## src/core/sdp_pkg.sv

```systemverilog
// Constants, register indices and types of the split dual 8-bit PWM timer.
// Assumes a classic Wishbone host with 32-bit data and one register per aligned word.
//
// Functional notes
// - Four-bit select: off, seven prescales, eight events.
// - After reset no clock, counters stand still.
// - One clock selection drives both counters.
// - Count down to zero, then reload period.
// - Bus count write beats counting and reloading.
// - New period used only at next reload.
// - Low match sets flag next clock, emits event.
// - High matches drive waveforms only, no flags.
// - Waveform set on match, cleared at zero.
// - Low channels pins 0-3, high 4-7.
// - Channel enable replaces port output register value.
// - Underflow flags; every flag condition emits event.
// - Flags request DMA; matching DMA access acknowledges, a DMA write for underflow flags.
// - Restart zeroes counter and its waveform outputs.
// - Reset command restores registers, only when off.
// - While off, output value writes set waveforms.
// - Mode field: normal, byte, split, reserved.
// - Flags clear on vector acknowledge or written one.
// - Command target low, high, both; reads zero.
`default_nettype none

package sdp_pkg;

  // ----------------------------------------------------------------
  // Register indices (byte address is four times the index)
  // ----------------------------------------------------------------
  localparam logic [5:0] SDP_IDX_CLK = 6'h00;
  localparam logic [5:0] SDP_IDX_OEN = 6'h01;
  localparam logic [5:0] SDP_IDX_OVAL = 6'h02;
  localparam logic [5:0] SDP_IDX_MODE = 6'h04;
  localparam logic [5:0] SDP_IDX_CMD = 6'h09;
  localparam logic [5:0] SDP_IDX_FLAGS = 6'h0C;
  localparam logic [5:0] SDP_IDX_LCNT = 6'h20;
  localparam logic [5:0] SDP_IDX_HCNT = 6'h21;
  localparam logic [5:0] SDP_IDX_LPER = 6'h26;
  localparam logic [5:0] SDP_IDX_HPER = 6'h27;
  localparam logic [5:0] SDP_IDX_CMP0 = 6'h28;
  localparam logic [5:0] SDP_IDX_CMP_LAST = 6'h2F;

  // ----------------------------------------------------------------
  // Field positions and values after reset
  // ----------------------------------------------------------------
  localparam int SDP_FLAG_LUNF = 0;
  localparam int SDP_FLAG_HUNF = 1;
  localparam int SDP_FLAG_CMP0 = 4;
  localparam logic [7:0] SDP_FLAG_MASK = 8'hF3;
  localparam logic [3:0] SDP_CLK_OFF = 4'h0;
  localparam logic [7:0] SDP_CNT_RST = 8'h00;
  localparam logic [7:0] SDP_PER_RST = 8'hFF;
  localparam logic [7:0] SDP_CMP_RST = 8'h00;
  localparam int SDP_PRE_W = 10;

  // ----------------------------------------------------------------
  // Modes, commands and targets
  // ----------------------------------------------------------------
  typedef enum logic [1:0] {
    SDP_MODE_NORMAL = 2'b00,
    SDP_MODE_BYTE = 2'b01,
    SDP_MODE_SPLIT = 2'b10,
    SDP_MODE_RSVD = 2'b11
  } sdp_mode_t;

  typedef enum logic [1:0] {
    SDP_CMD_NONE = 2'b00,
    SDP_CMD_RSVD = 2'b01,
    SDP_CMD_RESTART = 2'b10,
    SDP_CMD_RESET = 2'b11
  } sdp_cmd_t;

  localparam logic [1:0] SDP_TGT_LOW = 2'b01;
  localparam logic [1:0] SDP_TGT_HIGH = 2'b10;

  // ----------------------------------------------------------------
  // Wishbone request carrier
  // ----------------------------------------------------------------
  typedef struct packed {
    logic cyc;
    logic stb;
    logic we;
    logic [7:0] adr;
    logic [3:0] sel;
    logic [31:0] dat;
  } sdp_wb_req_t;

endpackage

`default_nettype wire

```

## src/core/sdp_timer.sv

```systemverilog
// Split dual 8-bit PWM timer with Wishbone register access and port override.
// Assumes the prescaler taps, event pulses and port registers are on clk_i.
//
// Chosen here: register access over Wishbone and the register offsets.
`default_nettype none

module sdp_timer (
  // Clock and reset
  input wire logic clk_i,
  input wire logic rst_i,
  // Wishbone slave
  input wire sdp_pkg::sdp_wb_req_t wb_req_i,
  input wire logic wb_dma_i,
  output logic wb_ack_o,
  output logic [31:0] wb_dat_o,
  // Event channels and interrupt vector acknowledge
  input wire logic [7:0] evt_i,
  input wire logic [7:0] irq_ack_i,
  // Port pins
  input wire logic [7:0] port_out_i,
  input wire logic [7:0] port_dir_i,
  output logic [7:0] pin_o,
  output logic [7:0] pin_oe_o,
  // Events and DMA requests
  output logic evt_low_unf_o,
  output logic evt_high_unf_o,
  output logic [3:0] evt_cmp_o,
  output logic [7:0] dma_req_o
);
  import sdp_pkg::*;

  // ----------------------------------------------------------------
  // Helpers
  // ----------------------------------------------------------------
  function automatic logic [7:0] sdp_dec(input logic [7:0] cnt, input logic [7:0] per);
    sdp_dec = (cnt == 8'h00) ? per : cnt - 8'h01;
  endfunction

  function automatic logic [SDP_PRE_W-1:0] sdp_pre_mask(input logic [2:0] code);
    case (code)
      3'h2: sdp_pre_mask = 10'h001;
      3'h3: sdp_pre_mask = 10'h003;
      3'h4: sdp_pre_mask = 10'h007;
      3'h5: sdp_pre_mask = 10'h03F;
      3'h6: sdp_pre_mask = 10'h0FF;
      3'h7: sdp_pre_mask = 10'h3FF;
      default: sdp_pre_mask = 10'h000;
    endcase
  endfunction

  // ----------------------------------------------------------------
  // Registers
  // ----------------------------------------------------------------
  logic ack_r;
  logic [31:0] dat_r;
  logic [3:0] clk_r;
  logic [7:0] oen_r;
  sdp_mode_t mode_r;
  logic [7:0] lcnt_r, lcnt_nxt, hcnt_r, hcnt_nxt;
  logic [7:0] lper_r, hper_r;
  logic [7:0] lcmp_r [4];
  logic [7:0] hcmp_r [4];
  logic [7:0] wave_r, wave_nxt;
  logic [7:0] flags_r, flags_nxt;
  logic [SDP_PRE_W-1:0] pre_r;
  logic evl_r, evh_r;
  logic [3:0] evc_r;
  logic [31:0] rd_data;

  // ----------------------------------------------------------------
  // Bus decode
  // ----------------------------------------------------------------
  wire logic req = wb_req_i.cyc && wb_req_i.stb;
  wire logic acc = req && ack_r;
  wire logic wr = acc && wb_req_i.we && wb_req_i.sel[0];
  wire logic [5:0] idx = wb_req_i.adr[7:2];
  wire logic [7:0] wdat = wb_req_i.dat[7:0];
  wire logic is_off = (clk_r == SDP_CLK_OFF);
  wire logic cmp_hit = (idx >= SDP_IDX_CMP0) && (idx <= SDP_IDX_CMP_LAST);
  wire logic [2:0] cmp_sel = 3'(idx - SDP_IDX_CMP0);
  wire logic wr_lcnt = wr && (idx == SDP_IDX_LCNT);
  wire logic wr_hcnt = wr && (idx == SDP_IDX_HCNT);
  wire logic wr_cmd = wr && (idx == SDP_IDX_CMD);
  wire logic [1:0] cmd_tgt = wdat[1:0];
  wire logic cmd_restart = wr_cmd && (sdp_cmd_t'(wdat[3:2]) == SDP_CMD_RESTART);
  wire logic restart_l = cmd_restart && cmd_tgt[0];
  wire logic restart_h = cmd_restart && cmd_tgt[1];
  wire logic soft_rst = wr_cmd && (sdp_cmd_t'(wdat[3:2]) == SDP_CMD_RESET) && (cmd_tgt != 2'b00) && is_off;
  wire logic rst_all = rst_i || soft_rst;

  // ----------------------------------------------------------------
  // Clock selection and prescaler
  // ----------------------------------------------------------------
  wire logic [SDP_PRE_W-1:0] pre_mask = sdp_pre_mask(clk_r[2:0]);
  wire logic pre_tick = ((pre_r & pre_mask) == pre_mask);
  wire logic tick = clk_r[3] ? evt_i[clk_r[2:0]] : (!is_off && pre_tick);
  wire logic split = (mode_r == SDP_MODE_SPLIT);
  wire logic tick_run = tick && (mode_r != SDP_MODE_RSVD);
  wire logic [15:0] cnt16 = {hcnt_r, lcnt_r};
  wire logic [15:0] cnt16_nxt = (cnt16 == 16'h0000) ? {hper_r, lper_r} : cnt16 - 16'h0001;
  wire logic l_bot = split ? (lcnt_r == 8'h00) : (cnt16 == 16'h0000);
  wire logic h_bot = (hcnt_r == 8'h00);
  wire logic unf_l = tick_run && l_bot;
  wire logic unf_h = tick_run && split && h_bot;

  // ----------------------------------------------------------------
  // Compare units
  // ----------------------------------------------------------------
  logic [3:0] lmatch, hmatch, cmp_ev, dma_cmp_clr;
  always_comb begin
    for (int i = 0; i < 4; i++) begin
      lmatch[i] = (lcnt_r == lcmp_r[i]);
      hmatch[i] = (hcnt_r == hcmp_r[i]);
      cmp_ev[i] = tick_run && lmatch[i];
      dma_cmp_clr[i] = acc && wb_dma_i && (idx == SDP_IDX_CMP0 + 6'(2 * i));
    end
  end

  // ----------------------------------------------------------------
  // Counter next state
  // ----------------------------------------------------------------
  always_comb begin
    lcnt_nxt = lcnt_r;
    hcnt_nxt = hcnt_r;
    if (tick_run) begin
      if (split) begin
        lcnt_nxt = sdp_dec(lcnt_r, lper_r);
        hcnt_nxt = sdp_dec(hcnt_r, hper_r);
      end else begin
        {hcnt_nxt, lcnt_nxt} = cnt16_nxt;
        if (mode_r == SDP_MODE_BYTE) begin
          hcnt_nxt = 8'h00;
        end
      end
    end
    if (restart_l) begin
      lcnt_nxt = 8'h00;
    end
    if (restart_h) begin
      hcnt_nxt = 8'h00;
    end
    if (wr_lcnt) begin
      lcnt_nxt = wdat;
    end
    if (wr_hcnt) begin
      hcnt_nxt = wdat;
    end
  end

  // ----------------------------------------------------------------
  // Waveform generators
  // ----------------------------------------------------------------
  always_comb begin
    wave_nxt = wave_r;
    if (tick_run) begin
      for (int i = 0; i < 4; i++) begin
        if (l_bot) begin
          wave_nxt[i] = 1'b0;
        end else if (lmatch[i]) begin
          wave_nxt[i] = 1'b1;
        end
        if (h_bot) begin
          wave_nxt[i + 4] = 1'b0;
        end else if (hmatch[i]) begin
          wave_nxt[i + 4] = 1'b1;
        end
      end
    end
    if (restart_l) begin
      wave_nxt[3:0] = 4'h0;
    end
    if (restart_h) begin
      wave_nxt[7:4] = 4'h0;
    end
    if (wr && (idx == SDP_IDX_OVAL) && is_off) begin
      wave_nxt = wdat;
    end
  end

  // ----------------------------------------------------------------
  // Flags: a set in the same cycle as a clear wins
  // ----------------------------------------------------------------
  logic [7:0] flag_set, flag_clr;
  always_comb begin
    flag_set = 8'h00;
    flag_set[SDP_FLAG_LUNF] = unf_l;
    flag_set[SDP_FLAG_HUNF] = unf_h;
    flag_set[SDP_FLAG_CMP0 +: 4] = cmp_ev;
    flag_clr = irq_ack_i;
    if (wr && (idx == SDP_IDX_FLAGS)) begin
      flag_clr = flag_clr | wdat;
    end
    if (acc && wb_dma_i && wb_req_i.we && ((idx == SDP_IDX_LCNT) || (idx == SDP_IDX_LPER))) begin
      flag_clr[SDP_FLAG_LUNF] = 1'b1;
    end
    if (acc && wb_dma_i && wb_req_i.we && ((idx == SDP_IDX_HCNT) || (idx == SDP_IDX_HPER))) begin
      flag_clr[SDP_FLAG_HUNF] = 1'b1;
    end
    flag_clr[SDP_FLAG_CMP0 +: 4] = flag_clr[SDP_FLAG_CMP0 +: 4] | dma_cmp_clr;
    flags_nxt = ((flags_r & ~flag_clr) | flag_set) & SDP_FLAG_MASK;
  end

  // ----------------------------------------------------------------
  // Read multiplexer
  // ----------------------------------------------------------------
  always_comb begin
    rd_data = 32'h0000_0000;
    case (idx)
      SDP_IDX_CLK: rd_data[3:0] = clk_r;
      SDP_IDX_OEN: rd_data[7:0] = oen_r;
      SDP_IDX_OVAL: rd_data[7:0] = wave_r;
      SDP_IDX_MODE: rd_data[1:0] = mode_r;
      SDP_IDX_CMD: rd_data = 32'h0000_0000;
      SDP_IDX_FLAGS: rd_data[7:0] = flags_r;
      SDP_IDX_LCNT: rd_data[7:0] = lcnt_r;
      SDP_IDX_HCNT: rd_data[7:0] = hcnt_r;
      SDP_IDX_LPER: rd_data[7:0] = lper_r;
      SDP_IDX_HPER: rd_data[7:0] = hper_r;
      default: begin
        if (cmp_hit) begin
          rd_data[7:0] = cmp_sel[0] ? hcmp_r[cmp_sel[2:1]] : lcmp_r[cmp_sel[2:1]];
        end
      end
    endcase
  end

  // ----------------------------------------------------------------
  // Bus handshake
  // ----------------------------------------------------------------
  always_ff @(posedge clk_i) begin
    if (rst_i) begin
      ack_r <= 1'b0;
      dat_r <= 32'h0000_0000;
    end else begin
      ack_r <= req && !ack_r;
      dat_r <= rd_data;
    end
  end

  // ----------------------------------------------------------------
  // Control registers
  // ----------------------------------------------------------------
  always_ff @(posedge clk_i) begin
    if (rst_all) begin
      clk_r <= SDP_CLK_OFF;
      oen_r <= 8'h00;
      mode_r <= SDP_MODE_NORMAL;
      lper_r <= SDP_PER_RST;
      hper_r <= SDP_PER_RST;
    end else if (wr) begin
      case (idx)
        SDP_IDX_CLK: clk_r <= wdat[3:0];
        SDP_IDX_OEN: oen_r <= wdat;
        SDP_IDX_MODE: mode_r <= sdp_mode_t'(wdat[1:0]);
        SDP_IDX_LPER: lper_r <= wdat;
        SDP_IDX_HPER: hper_r <= wdat;
        default: ;
      endcase
    end
  end

  always_ff @(posedge clk_i) begin
    if (rst_all) begin
      for (int i = 0; i < 4; i++) begin
        lcmp_r[i] <= SDP_CMP_RST;
        hcmp_r[i] <= SDP_CMP_RST;
      end
    end else if (wr && cmp_hit) begin
      if (cmp_sel[0]) begin
        hcmp_r[cmp_sel[2:1]] <= wdat;
      end else begin
        lcmp_r[cmp_sel[2:1]] <= wdat;
      end
    end
  end

  // ----------------------------------------------------------------
  // Counters, waveforms, flags, events
  // ----------------------------------------------------------------
  always_ff @(posedge clk_i) begin
    if (rst_all) begin
      lcnt_r <= SDP_CNT_RST;
      hcnt_r <= SDP_CNT_RST;
      wave_r <= 8'h00;
      flags_r <= 8'h00;
      pre_r <= '0;
      evl_r <= 1'b0;
      evh_r <= 1'b0;
      evc_r <= 4'h0;
    end else begin
      lcnt_r <= lcnt_nxt;
      hcnt_r <= hcnt_nxt;
      wave_r <= wave_nxt;
      flags_r <= flags_nxt;
      pre_r <= pre_r + 10'h001;
      evl_r <= unf_l;
      evh_r <= unf_h;
      evc_r <= cmp_ev;
    end
  end

  // ----------------------------------------------------------------
  // Outputs
  // ----------------------------------------------------------------
  assign wb_ack_o = ack_r;
  assign wb_dat_o = dat_r;
  assign pin_o = (oen_r & wave_r) | (~oen_r & port_out_i);
  assign pin_oe_o = port_dir_i;
  assign evt_low_unf_o = evl_r;
  assign evt_high_unf_o = evh_r;
  assign evt_cmp_o = evc_r;
  assign dma_req_o = flags_r;

  // ----------------------------------------------------------------
  // Checks
  // ----------------------------------------------------------------
  chk_off_hold: assert property (@(posedge clk_i) disable iff (rst_i)
    (is_off && !clk_r[3] && !wr_lcnt && !restart_l && !soft_rst) |=> (lcnt_r == $past(lcnt_r)))
    else $error("Low counter moved while the timer was off.");

  chk_reload_low: assert property (@(posedge clk_i) disable iff (rst_i)
    (tick_run && split && lcnt_r == 8'h00 && !wr_lcnt && !restart_l) |=> (lcnt_r == $past(lper_r)))
    else $error("Low counter did not reload its period at zero.");

  chk_dec_low: assert property (@(posedge clk_i) disable iff (rst_i)
    (tick_run && split && lcnt_r != 8'h00 && !wr_lcnt && !restart_l) |=> (lcnt_r == $past(lcnt_r) - 8'h01))
    else $error("Low counter did not count down by one.");

  chk_cnt_write: assert property (@(posedge clk_i) disable iff (rst_i)
    wr_hcnt |=> (hcnt_r == $past(wdat)))
    else $error("High count write was not taken at once.");

  chk_cmp_flag: assert property (@(posedge clk_i) disable iff (rst_i)
    (cmp_ev[0] && !soft_rst) |=> (flags_r[SDP_FLAG_CMP0] && evt_cmp_o[0]) ##1 (!evt_cmp_o[0] || $past(cmp_ev[0])))
    else $error("Low compare match gave no flag or event.");

  chk_wave_clear: assert property (@(posedge clk_i) disable iff (rst_i)
    (tick_run && split && h_bot && !restart_h) |=> (wave_r[7:4] == 4'h0))
    else $error("High waveforms not cleared at zero.");

  chk_pin_override: assert property (@(posedge clk_i) disable iff (rst_i)
    (oen_r[4] && port_dir_i[4]) |-> (pin_oe_o[4] && pin_o[4] == wave_r[4]))
    else $error("Enabled channel does not drive its pin.");

  chk_unf_flag: assert property (@(posedge clk_i) disable iff (rst_i)
    (unf_l && !soft_rst) |=> (flags_r[SDP_FLAG_LUNF] && evt_low_unf_o && dma_req_o[SDP_FLAG_LUNF]))
    else $error("Low underflow gave no flag, event or request.");

  chk_restart: assert property (@(posedge clk_i) disable iff (rst_i)
    (restart_l && !wr_lcnt) |=> (lcnt_r == 8'h00 && wave_r[3:0] == 4'h0))
    else $error("Restart did not zero the low counter and outputs.");

  chk_cmd_zero: assert property (@(posedge clk_i) disable iff (rst_i)
    (req && !ack_r && idx == SDP_IDX_CMD) |=> (wb_ack_o && wb_dat_o == 32'h0000_0000))
    else $error("Command register did not read as zero.");

  chk_reset_cmd: assert property (@(posedge clk_i) disable iff (rst_i)
    soft_rst |=> (clk_r == SDP_CLK_OFF && oen_r == 8'h00 && lper_r == SDP_PER_RST && flags_r == 8'h00))
    else $error("Reset command did not restore the registers.");

  chk_high_count: assert property (@(posedge clk_i) disable iff (rst_i)
    (tick_run && split && hcnt_r != 8'h00 && !wr_hcnt && !restart_h) |=> (hcnt_r == $past(hcnt_r) - 8'h01))
    else $error("High counter did not count on the shared clock.");

  chk_high_silent: assert property (@(posedge clk_i) disable iff (rst_i)
    (tick_run && (hmatch != 4'h0) && (lmatch == 4'h0)) |=> (evt_cmp_o == 4'h0))
    else $error("High compare match raised a compare event.");

  chk_high_unf: assert property (@(posedge clk_i) disable iff (rst_i)
    (unf_h && !soft_rst) |=> (flags_r[SDP_FLAG_HUNF] && evt_high_unf_o && dma_req_o[SDP_FLAG_HUNF]))
    else $error("High underflow gave no flag, event or request.");

  chk_vector_clear: assert property (@(posedge clk_i) disable iff (rst_i)
    (irq_ack_i[SDP_FLAG_CMP0] && !cmp_ev[0]) |=> !flags_r[SDP_FLAG_CMP0])
    else $error("Vector acknowledge did not clear the compare flag.");

  chk_oval_locked: assert property (@(posedge clk_i) disable iff (rst_i)
    (wr && idx == SDP_IDX_OVAL && !is_off && !tick_run) |=> (wave_r == $past(wave_r)))
    else $error("Output value write changed waveforms while running.");

endmodule

`default_nettype wire

```

## config.mk

```make
export PLATFORM = sky130hd
export DESIGN_NAME = sdp_timer
export DESIGN_NICKNAME = d
export VERILOG_FILES = /design/src/core/sdp_pkg.sv /design/src/core/sdp_timer.sv
export SDC_FILE = /design/constraint.sdc
export NUM_CORES = 1
export LEC_CHECK = 0
export ABC_CLOCK_PERIOD_IN_PS = 2800
export BUFFER_PORTS_ARGS = -buffer_cell sky130_fd_sc_hd__clkbuf_2
export CORE_AREA = 2 2 161 132
export CTS_CLUSTER_SIZE = 28
export DETAILED_ROUTE_END_ITERATION = 8
export DIE_AREA = 0 0 163 134
export GPL_TIMING_DRIVEN = 0
export PLACE_DENSITY = 0.74
export RECOVER_POWER = 25
export SKIP_CTS_REPAIR_TIMING = 1
export SLEW_MARGIN = 10
export SYNTH_ARGS = -nofsm -noshare
export SYNTH_HDL_FRONTEND = slang
export SYNTH_SLANG_ARGS = --single-unit
```

## constraint.sdc

```tcl
create_clock -name clk_i -period 2.8 [get_ports clk_i]
set_input_delay 0 -clock clk_i [delete_from_list [all_inputs] [get_ports clk_i]]
set_output_delay 0 -clock clk_i [all_outputs]
set_load 0.02 [all_outputs]
```

==> impl_metrics.py, run 1 <==
metrics = {
    "run_status": {
        "outcome": "complete, but fails checks",
        "failed_checks": "negative hold slack, negative setup slack",
    },
    "drt": {
        "drt-vias-per-instance": 6.12,
        "dr.first_iter.drc_count": 1163,
        "drc": 0,
        "drt.antenna.violating_nets": 0,
        "totalWireLength_mm": 30.9,
        "vias": 8347,
        "drt-pass1-iter-count": 6,
        "routed_wire_length_per_instance_um": 22.7,
    },
    "timing": {
        "worst_hold_slack_ns": -0.0178,
        "final_cycle_share_pct": 108,
        "final_hold_viol_count": 5,
        "finalSetupTns_ns": -5.50,
        "period_minus_slack_ns": 3.01,
        "tightestPinTransition_ns": 1.19,
        "maxSlewViolCount": 0,
        "clock-skew-final_ns": 0.00817,
        "rsz0062_at_grt": "true",
        "maxClockFrequency_mhz": 332,
        "setup_viol": 32,
        "slew_headroom_pct": 20.1,
        "worst_slack_ns": -0.212,
    },
    "worst_setup_path": {
        "critical_path.n_buffers_inverters": 3,
        "timing.critical_path.slowest_stage_cell": "sky130_fd_sc_hd__nor4_1",
        "critical_path.startpoint_type": "register",
        "critPathKind": "reg -> reg",
        "timing.critical_path.fanout_max": 10,
        "crit_arrival_ns": 3.08,
        "reg2reg_from": "clk_r[0]",
        "max_stage_delay_ns": 0.55,
        "worst_reg2reg_path_depth": 6,
        "worstPathCellList": "buf_6, nor4_1, a41oi_1, clkbuf_2, buf_2, o21ai_1",
        "end_kind": "register",
        "r2r_setup_slack_ns": -0.21,
        "critical_path_required_ns": 2.87,
        "critical_path.reg2reg.endpoint": "hcmp_r[3][3]",
        "crit_family": "compound AO/OA/AOI/OAI gates",
    },
    "placed_design": {
        "place.detailed.hpwl_mm": 22.6,
        "routabilityCongestion": 0.995,
        "placed_cells_incl_taps": 1326,
        "io_buffer_count": 77,
        "detailed_place.area_um2": 9990,
    },
    "pwr": {
        "power.share.clock_pct": 45.0,
        "cellInternalPower_w": 0.00371,
        "pwr-share-seq_pct": 46.1,
        "p_leak_nw": 4.20,
        "switchingPower_w": 0.00135,
        "vdd_ir_drop_max_v": 0.000333,
        "power_per_cell_area_nw_per_um2": 478,
        "power.share.switching_pct": 26.8,
        "comb_power_share_pct": 9.0,
        "power_w": 0.00506,
    },
    "yosys": {
        "avgSynthCellArea_um2": 9.60,
        "top_cell_types_by_occurrence_after_synthesis": "97 x sky130_fd_sc_hd__nand2_1, 85 x sky130_fd_sc_hd__dfxtp_1, 64 x sky130_fd_sc_hd__edfxtp_1",
        "synthCells": 955,
        "synthTopCellsByArea": "sky130_fd_sc_hd__edfxtp_1 21%, sky130_fd_sc_hd__dfxtp_1 19%, sky130_fd_sc_hd__xor2_1 4.1%, sky130_fd_sc_hd__nand2_1 4.0%, sky130_fd_sc_hd__mux4_2 3.9%",
        "synth_top_cell_by_area": "sky130_fd_sc_hd__edfxtp_1",
        "synth_enable_flop_cells": 64,
        "most_frequently_used_cell_type_in_the_post_synthesis_netlist": "sky130_fd_sc_hd__nand2_1",
        "seq_area_frac_synth_pct": 39.5,
        "mappedNetlistArea_um2": 9170,
        "synthDominantCellAreaShare_pct": 21.0,
        "ys_warn_count": 0,
        "async_flop_share_pct": 0,
        "number_of_synthesized_register_bits": 149,
        "synthDistinctLibCells": 81,
        "yosys_most_used_dff": "sky130_fd_sc_hd__dfxtp_1",
    },
    "global_routing": {
        "grt_start_max_net_pins": 17,
        "vias_in_the_first_global_route": 7727,
        "grt_antenna_before_repair": 0,
        "grt_util_all_layers_pct": 28.3,
        "grt_remaining_overflow": 0,
        "wire_length_of_the_first_global_routing_pass_mm": 46.0,
    },
    "floorplan": {
        "initial_core_util_pct": 45.2,
        "die_area_um2": 21800,
        "num_io_pins": 145,
        "placementRows": 47,
        "dieWidth_um": 163,
        "core_region_area_um2": 20300,
        "fp.dieH_um": 134,
    },
    "clock_tree": {
        "cts_num_sinks": 149,
        "ctsLongestPathBuffers": 2,
        "clock_h_tree_levels": 4,
        "clock-root-buffer": "sky130_fd_sc_hd__clkbuf_16",
        "clk_transition_reported_paths_ns": 0.07,
        "clk_latency_ns": 0.44,
        "clock_tree_from_tritoncts": "done",
        "number_of_buffers_created_by_cts": 17,
    },
    "final_layout": {
        "layout-drive-gt1-share_pct": 19.3,
        "layoutNonFillerInstCount": 1363,
        "nNetsFinal": 1167,
        "num_antenna_cells": 0,
        "signed_area_change_from_the_synthesized_netlist_to_the_final_layout_pct": 15.4,
        "final_cell_area_um2": 10600,
    },
    "flow_run": {
        "cap_violations": 0,
    },
    "worst_hold_path": {
        "holdPathEnd": "wave_r[6]",
        "holdCritPathClass": "in -> reg",
        "hold_path_depth": 3,
        "launch_instance_of_the_worst_min_delay_path": "wb_req_i[6]",
    },
}
through the flow:
step                      setup slack, ns  utilization, %
after global routing               -0.262            52.2
final                              -0.212            52.2
after CTS                          -0.343            52.0
after global placement             -0.301            49.2
after floorplan                     0.323               -
after detailed placement           -0.308            49.2
registers in the layout, indices dropped and copies added (netlist names):
name and flops:
mode_r 2, hcnt_r 8, lper_r 8, clk_r 4, hcmp_r 32, lcmp_r 32, wb_ack_o 1, wb_dat_o 8
dma_req_o 6, evt_cmp_o 4, hper_r 8, pre_r 10, lcnt_r 8, oen_r 8, evt_low_unf_o 1, evt_high_unf_o 1
wave_r 8
worst min-delay path, stage by stage:
cell and delay [ns]:
sky130_fd_sc_hd__clkbuf_2 0.21, sky130_fd_sc_hd__nand2_1 0.10, sky130_fd_sc_hd__a211oi_1 0.06
final cells by class:
class                           count  area, um^2
Timing Repair Buffer               83         399
Clock inverter                     15         146
Multi-Input combinational cell    710        4960
Tap cell                          269         337
Clock buffer                       17         425
Buffer                            108         649
Sequential cell                   149        3620
Fill cell                        1871        9700
Inverter                           12        45.0
layer usage:
metal | wire length [um] | up-vias | global-route usage (%)
met1 | 12400 | 3967 | 38.1
met2 | 13800 | 582 | 43.6
met5 | 0 | - | 0
met4 | 1430 | 0 | 13.2
li1 | - | 3698 | -
met3 | 3370 | 100 | 5.91
logic make-up after synthesis:
group / synth area share [%]
flops: 39.5
fa+ha+maj: 0.546
simple gates: 22.6
compound gates: 14.8
buf+inv: 7.70
xor+xnor: 7.45
other cells: 0.0409
mux: 7.33
placed cells by master, fill, tap and decap left out, types with 35 or more instances in the layout:
cell type	netlist	final
sky130_fd_sc_hd__and2_1	51	51
sky130_fd_sc_hd__nand2_1	97	97
sky130_fd_sc_hd__clkbuf_2	0	45
sky130_fd_sc_hd__xor2_1	43	43
sky130_fd_sc_hd__buf_4	44	43
sky130_fd_sc_hd__dfxtp_1	85	85
sky130_fd_sc_hd__clkbuf_1	30	66
sky130_fd_sc_hd__edfxtp_1	64	64
sky130_fd_sc_hd__nand3_1	57	57
sky130_fd_sc_hd__nor2_1	40	40
sky130_fd_sc_hd__xnor2_1	35	35
how the worst max path moves through the flow:
stage | endpoint | start | cells past startpoint | slack (ns)
after floorplan | hcnt_r[0] | hcnt_r[0] | 10 | 0.32
after global placement | hcmp_r[3][1] | wb_ack_o | 6 | -0.30
after detailed placement | lcmp_r[3][6] | wb_ack_o | 6 | -0.31
after CTS | lcmp_r[3][1] | wb_ack_o | 6 | -0.34
after global routing | hcmp_r[3][2] | clk_r[0] | 6 | -0.26
final | hcmp_r[3][3] | clk_r[0] | 6 | -0.21
power by group through the flow:
stage / Sequential [W] / Clock [W] / Combinational (W)
after floorplan: 0.00237 / 0 / 0.000286
after global placement: 0.00238 / 0 / 0.000432
after detailed placement: 0.00238 / 0 / 0.000437
after CTS: 0.00233 / 0.00227 / 0.000440
after global routing: 0.00234 / 0.00236 / 0.000476
final: 0.00233 / 0.00228 / 0.000454
Note: power is estimated with default switching activity, not from simulation.
==> run 2: changes to the inputs <==
BUFFER_PORTS_ARGS = not set   (was -buffer_cell sky130_fd_sc_hd__clkbuf_2)
CORE_AREA = 2 2 173 141   (was 2 2 161 132)
DIE_AREA = 0 0 175 143   (was 0 0 163 134)
DONT_BUFFER_PORTS = 1   (was not set)
PLACE_DENSITY = 0.62   (was 0.74)
RECOVER_POWER = not set   (was 25)
==> run 2 against run 1 <==
The flow still finishes with violations (negative hold slack, negative setup slack); die area is 15% higher; register-to-register slack better by 0.14 ns; global-route usage is 3.0 points lower; design area is 1.1% lower; clock skew is 0.00073 ns higher; first-iteration DRC count is 1.4% lower; highest routed layer is now met5; sequential cell count stayed put; utilization is 7.1 points lower; critical endpoint is now hcmp_r[3][2].
==> impl_metrics.py, run 2 (synthesis gave the netlist of run 1 again) <==
metrics = {
    "run_status": {
        "outcome": "complete, but fails checks",
        "failed_checks": "negative hold slack, negative setup slack",
    },
    "final_layout": {
        "nNetsFinal": 1105,
        "layoutNonFillerInstCount": 1346,
        "layout-drive-gt1-share_pct": 17.6,
        "mostFrequentLayoutCell": "sky130_fd_sc_hd__nand2_1",
        "biggestRegsByFlops": "hcmp_r (32), lcmp_r (32), pre_r (10)",
        "final_cell_area_um2": 10500,
        "most-common-layout-cells": "97 x sky130_fd_sc_hd__nand2_1, 85 x sky130_fd_sc_hd__dfxtp_1, 64 x sky130_fd_sc_hd__edfxtp_1, 56 x sky130_fd_sc_hd__nand3_1",
        "fill_cells": 2250,
        "signed_area_change_from_the_synthesized_netlist_to_the_final_layout_pct": 14.2,
    },
    "global_routing": {
        "vias_in_the_first_global_route": 7373,
        "groute.layer.met3.usage_pct": 8.17,
        "grt_remaining_overflow": 0,
        "global_route.usage.met2_pct": 36.8,
        "grt_util_all_layers_pct": 25.3,
        "globalRouteMet1Util_pct": 35.1,
        "globalRoute.busiestLayer": "met2",
        "grt_start_max_net_pins": 17,
        "grt_antenna_before_repair": 3,
        "wire_length_of_the_first_global_routing_pass_mm": 46.9,
    },
    "floorplan": {
        "die_area_um2": 25000,
        "core_region_area_um2": 23200,
        "placementRows": 50,
        "fp.dieH_um": 143,
        "dieWidth_um": 175,
        "initial_core_util_pct": 39.5,
        "num_io_pins": 145,
    },
    "clock_tree": {
        "number_of_buffers_created_by_cts": 17,
        "ctsLongestPathBuffers": 2,
        "clk_transition_reported_paths_ns": 0.06,
        "clock_tree_from_tritoncts": "done",
        "clock_h_tree_levels": 4,
        "clk_latency_ns": 0.43,
        "clock-root-buffer": "sky130_fd_sc_hd__clkbuf_16",
        "cts_num_sinks": 149,
    },
    "timing": {
        "tightestPinTransition_ns": 1.03,
        "clock-skew-final_ns": 0.00891,
        "rsz0062_at_grt": "true",
        "maxSlewViolCount": 0,
        "setup_viol": 31,
        "maxClockFrequency_mhz": 348,
        "slew_headroom_pct": 31.6,
        "final_cycle_share_pct": 103,
        "worst_hold_slack_ns": -0.00281,
        "worst_slack_ns": -0.0738,
        "period_minus_slack_ns": 2.87,
        "final_hold_viol_count": 1,
    },
    "pwr": {
        "cellInternalPower_w": 0.00375,
        "switchingPower_w": 0.00126,
        "vdd_ir_drop_max_v": 0.000458,
        "power_per_cell_area_nw_per_um2": 478,
        "pwr-share-seq_pct": 46.7,
        "power.share.clock_pct": 44.9,
        "power.share.switching_pct": 25.1,
        "p_leak_nw": 4.07,
        "comb_power_share_pct": 8.4,
    },
    "drt": {
        "drt-vias-per-instance": 6.04,
        "totalWireLength_mm": 32.0,
        "drt-pass1-iter-count": 5,
        "vias": 8136,
        "drt.antenna.violating_nets": 0,
        "drc": 0,
        "dr.first_iter.drc_count": 1147,
        "routed_wire_length_per_instance_um": 23.8,
    },
    "placed_design": {
        "dpl_worst_slack_ns": -0.314,
        "placed_cells_incl_taps": 1292,
        "io_buffer_count": 0,
        "place.detailed.hpwl_mm": 23.2,
        "routabilityCongestion": 0.962,
        "detailed_place.area_um2": 9650,
    },
    "worst_setup_path": {
        "critical_path.startpoint_type": "register",
        "critical_path_required_ns": 2.85,
        "timing.critical_path.fanout_max": 10,
        "end_kind": "register",
        "critPathKind": "reg -> reg",
        "crit_arrival_ns": 2.92,
    },
    "flow_run": {
        "cap_violations": 0,
    },
    "worst_hold_path": {
        "holdCritPathClass": "in -> reg",
    },
}
==> run 2: path summary, 6_finish.rpt <==
path	start	end	slack [ns]	cells after the start
max	wb_ack_o	hcmp_r[3][2]	-0.07	6
min	wb_req_i[3]	hper_r[3]	-0.003	2
max reg2reg	wb_ack_o	hcmp_r[3][2]	-0.07	6
min reg2reg	pre_r[0]	pre_r[0]	0.49	1
==> run 2: final cells by class <==
class | count | area (um^2) | area share (%)
clock buffer | 18 | 429 | 4.10
clock inverter | 14 | 134 | 1.28
sequential | 149 | 3620 | 34.6
buffer | 109 | 666 | 6.36
timing repair buffer | 20 | 183 | 1.74
antenna | 2 | 5.00 | 0.0478
inverter | 12 | 45.0 | 0.430
tap | 312 | 390 | 3.73
multi-input combinational | 710 | 4990 | 47.7
==> run 2: critical path: stages (launching register included) <==
cell and delay (ns):
sky130_fd_sc_hd__dfxtp_1 0.49, sky130_fd_sc_hd__and3_1 0.26, sky130_fd_sc_hd__buf_2 0.31, sky130_fd_sc_hd__a41oi_1 0.31
sky130_fd_sc_hd__clkbuf_2 0.38, sky130_fd_sc_hd__buf_2 0.29, sky130_fd_sc_hd__o21ai_1 0.47
==> run 2: through the flow <==
| stage | hold slack, ns | setup TNS (ns) | total power [W] | utilization, % |
|---|---|---|---|---|
| after global placement | 0.115 | -8.94 | 0.00276 | 41.6 |
| after detailed placement | 0.114 | -9.80 | 0.00276 | 41.6 |
| after global routing | 0.0112 | -4.11 | 0.00514 | 45.1 |
| after floorplan | 0.113 | 0 | 0.00266 | - |
| final | -0.00281 | -0.784 | 0.00501 | 45.1 |
| after CTS | -0.286 | -10.54 | 0.00498 | 44.0 |
==> run 2: metal layers <==
layer,vias to the layer above,part of all wire (%)
li1,3580,-
met1,3898,41
met2,576,42
met3,78,14
met4,4,3.4
met5,-,0.075
==> run 2: power groups by stage <==
stage               Combinational [W]  Clock [W]  Sequential [W]
floorplan                    0.000286          0         0.00237
global placement             0.000379          0         0.00238
detailed placement           0.000379          0         0.00238
CTS                          0.000382    0.00226         0.00234
global route                 0.000442    0.00236         0.00234
finish                       0.000421    0.00225         0.00234
==> run 3: changes to the inputs <==
--- a/config.mk
+++ b/config.mk
@@ -7,4 +7,6 @@
 export LEC_CHECK = 0
 export ABC_CLOCK_PERIOD_IN_PS = 2800
+export CELL_PAD_IN_SITES_DETAIL_PLACEMENT = 0
+export CELL_PAD_IN_SITES_GLOBAL_PLACEMENT = 2
 export CORE_AREA = 2 2 173 141
 export CTS_CLUSTER_SIZE = 28
@@ -13,5 +15,6 @@
 export DONT_BUFFER_PORTS = 1
 export GPL_TIMING_DRIVEN = 0
-export PLACE_DENSITY = 0.62
+export PLACE_DENSITY = 0.87
+export SETUP_SLACK_MARGIN = 0.1
 export SKIP_CTS_REPAIR_TIMING = 1
 export SLEW_MARGIN = 10
==> constraint.sdc (replaced) <==
create_clock -name clk_i -period 2.8 [get_ports clk_i]
set_input_delay 0 -clock clk_i [delete_from_list [all_inputs] [get_ports clk_i]]
set_output_delay 0 -clock clk_i [all_outputs]
set_load 0.01 [all_outputs]
==> run 3 against run 2 <==
The run now ends clean; sequential cell count stayed put; via count is 1.0% lower; worst setup slack better by 0.22 ns; routed wire length is 3.2% higher.
==> impl_metrics.py, run 3 (synthesis gave the netlist of run 1 again) <==
metrics = {
    "clock_tree": {
        "number_of_buffers_created_by_cts": 17,
        "clock-root-buffer": "sky130_fd_sc_hd__clkbuf_16",
        "cts_num_sinks": 149,
        "clock_h_tree_levels": 4,
        "ctsLongestPathBuffers": 2,
        "clock_tree_from_tritoncts": "done",
        "clk_transition_reported_paths_ns": 0.07,
        "clk_latency_ns": 0.45,
    },
    "timing": {
        "clock-skew-final_ns": 0.0115,
        "period_minus_slack_ns": 2.65,
        "setup_viol": 0,
        "rsz0062_at_grt": "true",
        "final_cycle_share_pct": 94.6,
        "finalSetupTns_ns": 0,
        "maxSlewViolCount": 0,
        "worst_hold_slack_ns": 0.000635,
        "final_hold_viol_count": 0,
        "tightestPinTransition_ns": 0.919,
        "maxClockFrequency_mhz": 377,
        "slew_headroom_pct": 38.7,
    },
    "placed_design": {
        "place.detailed.hpwl_mm": 24.0,
        "routabilityCongestion": 0.929,
        "detailed_place.area_um2": 9650,
        "io_buffer_count": 0,
    },
    "drt": {
        "drt.antenna.violating_nets": 0,
        "drt-pass1-iter-count": 6,
        "dr.first_iter.drc_count": 1054,
        "drc": 0,
        "vias": 8051,
        "routed_wire_length_per_instance_um": 24.6,
        "totalWireLength_mm": 33.0,
        "drt-vias-per-instance": 5.99,
    },
    "run_status": {
        "outcome": "finished, final reports clean",
    },
    "final_layout": {
        "most-common-layout-cells": "97 x sky130_fd_sc_hd__nand2_1, 85 x sky130_fd_sc_hd__dfxtp_1, 64 x sky130_fd_sc_hd__edfxtp_1, 57 x sky130_fd_sc_hd__nand3_1",
        "biggestRegsByFlops": "hcmp_r (32), lcmp_r (32), pre_r (10)",
        "multiInputGateArea_um2": 5010,
        "seq_area_um2": 3620,
        "signed_area_change_from_the_synthesized_netlist_to_the_final_layout_pct": 14.7,
        "mostFrequentLayoutCell": "sky130_fd_sc_hd__nand2_1",
        "fill_cells": 2217,
        "layout-drive-gt1-share_pct": 18.4,
        "nNetsFinal": 1103,
        "final_cell_area_um2": 10500,
    },
    "floorplan": {
        "fp.dieH_um": 143,
        "dieWidth_um": 175,
        "initial_core_util_pct": 39.5,
        "die_area_um2": 25000,
        "placementRows": 50,
        "core_region_area_um2": 23200,
        "num_io_pins": 145,
    },
    "worst_setup_path": {
        "critical_path_required_ns": 2.88,
        "crit_arrival_ns": 2.73,
        "critPathKind": "reg -> reg",
        "timing.critical_path.fanout_max": 10,
        "end_kind": "register",
        "critical_path.startpoint_type": "register",
    },
    "pwr": {
        "vdd_ir_drop_max_v": 0.000424,
        "p_leak_nw": 4.10,
        "power_per_cell_area_nw_per_um2": 492,
        "power_w": 0.00518,
    },
    "global_routing": {
        "grt_start_max_net_pins": 17,
        "grt_remaining_overflow": 0,
        "grt_antenna_before_repair": 1,
        "vias_in_the_first_global_route": 7475,
        "wire_length_of_the_first_global_routing_pass_mm": 47.9,
        "grt_util_all_layers_pct": 26.2,
    },
    "worst_hold_path": {
        "holdCritPathClass": "in -> reg",
    },
    "flow_run": {
        "cap_violations": 0,
    },
}
-- run 3: changes by cell type in the layout (fill, tap and decap cells not counted), sizes merged --
| cell | delta |
|---|---|
| inv | +8 |
| clkinv | -4 |
| clkinvlp | -3 |
| dlygate4sd3 | -2 |
| clkbuf | -1 |
-- run 3: metal layers --
layer  part of all wire (%)  GRT usage [%]
met1                     42           34.4
met2                     46           41.3
met3                    9.5           6.63
met4                    3.4           10.9
met5                      0              0
-- run 3: worst paths after layout --
path	from	to	slack [ns]	depth (start not counted)
setup reg to reg	clk_r[0]	lcmp_r[3][7]	0.15	6
setup / recovery	clk_r[0]	lcmp_r[3][7]	0.15	6
hold reg to reg	pre_r[0]	pre_r[0]	0.47	1
hold / removal	wb_req_i[2]	lper_r[2]	0.0006	2
-- run 3: final cells by class --
type / instances / area share (%)
tap: 312 / 3.71
clock buffer: 17 / 4.04
timing repair buffer: 18 / 1.55
antenna: 2 / 0.0476
clock inverter: 15 / 1.72
multi-input combinational: 710 / 47.7
inverter: 12 / 0.428
sequential: 149 / 34.4
buffer: 109 / 6.39
-- run 3: power breakdown --
part           switching [W]  internal (W)
logic               0.000243      0.000149
clock network        0.00110       0.00136
registers          0.0000365       0.00230
-- run 3: critical path, cell delays in order, from the launching register on --
cell and delay, ns:
sky130_fd_sc_hd__dfxtp_1 0.31, sky130_fd_sc_hd__buf_6 0.14, sky130_fd_sc_hd__nor4_2 0.52, sky130_fd_sc_hd__a41oi_2 0.33, sky130_fd_sc_hd__clkbuf_2 0.39, sky130_fd_sc_hd__buf_2 0.33
sky130_fd_sc_hd__o21ai_2 0.26
-- run 3: through the flow --
step | std cells | worst slack, ns | utilization [%]
finish | 1344 | 0.150 | 45.3
global route | 1343 | 0.0786 | 45.3
CTS | 1324 | -0.432 | 44.2
detailed placement | 1292 | -0.414 | 41.6
global placement | 1292 | -0.498 | 41.6
floorplan | 980 | 0.323 | -
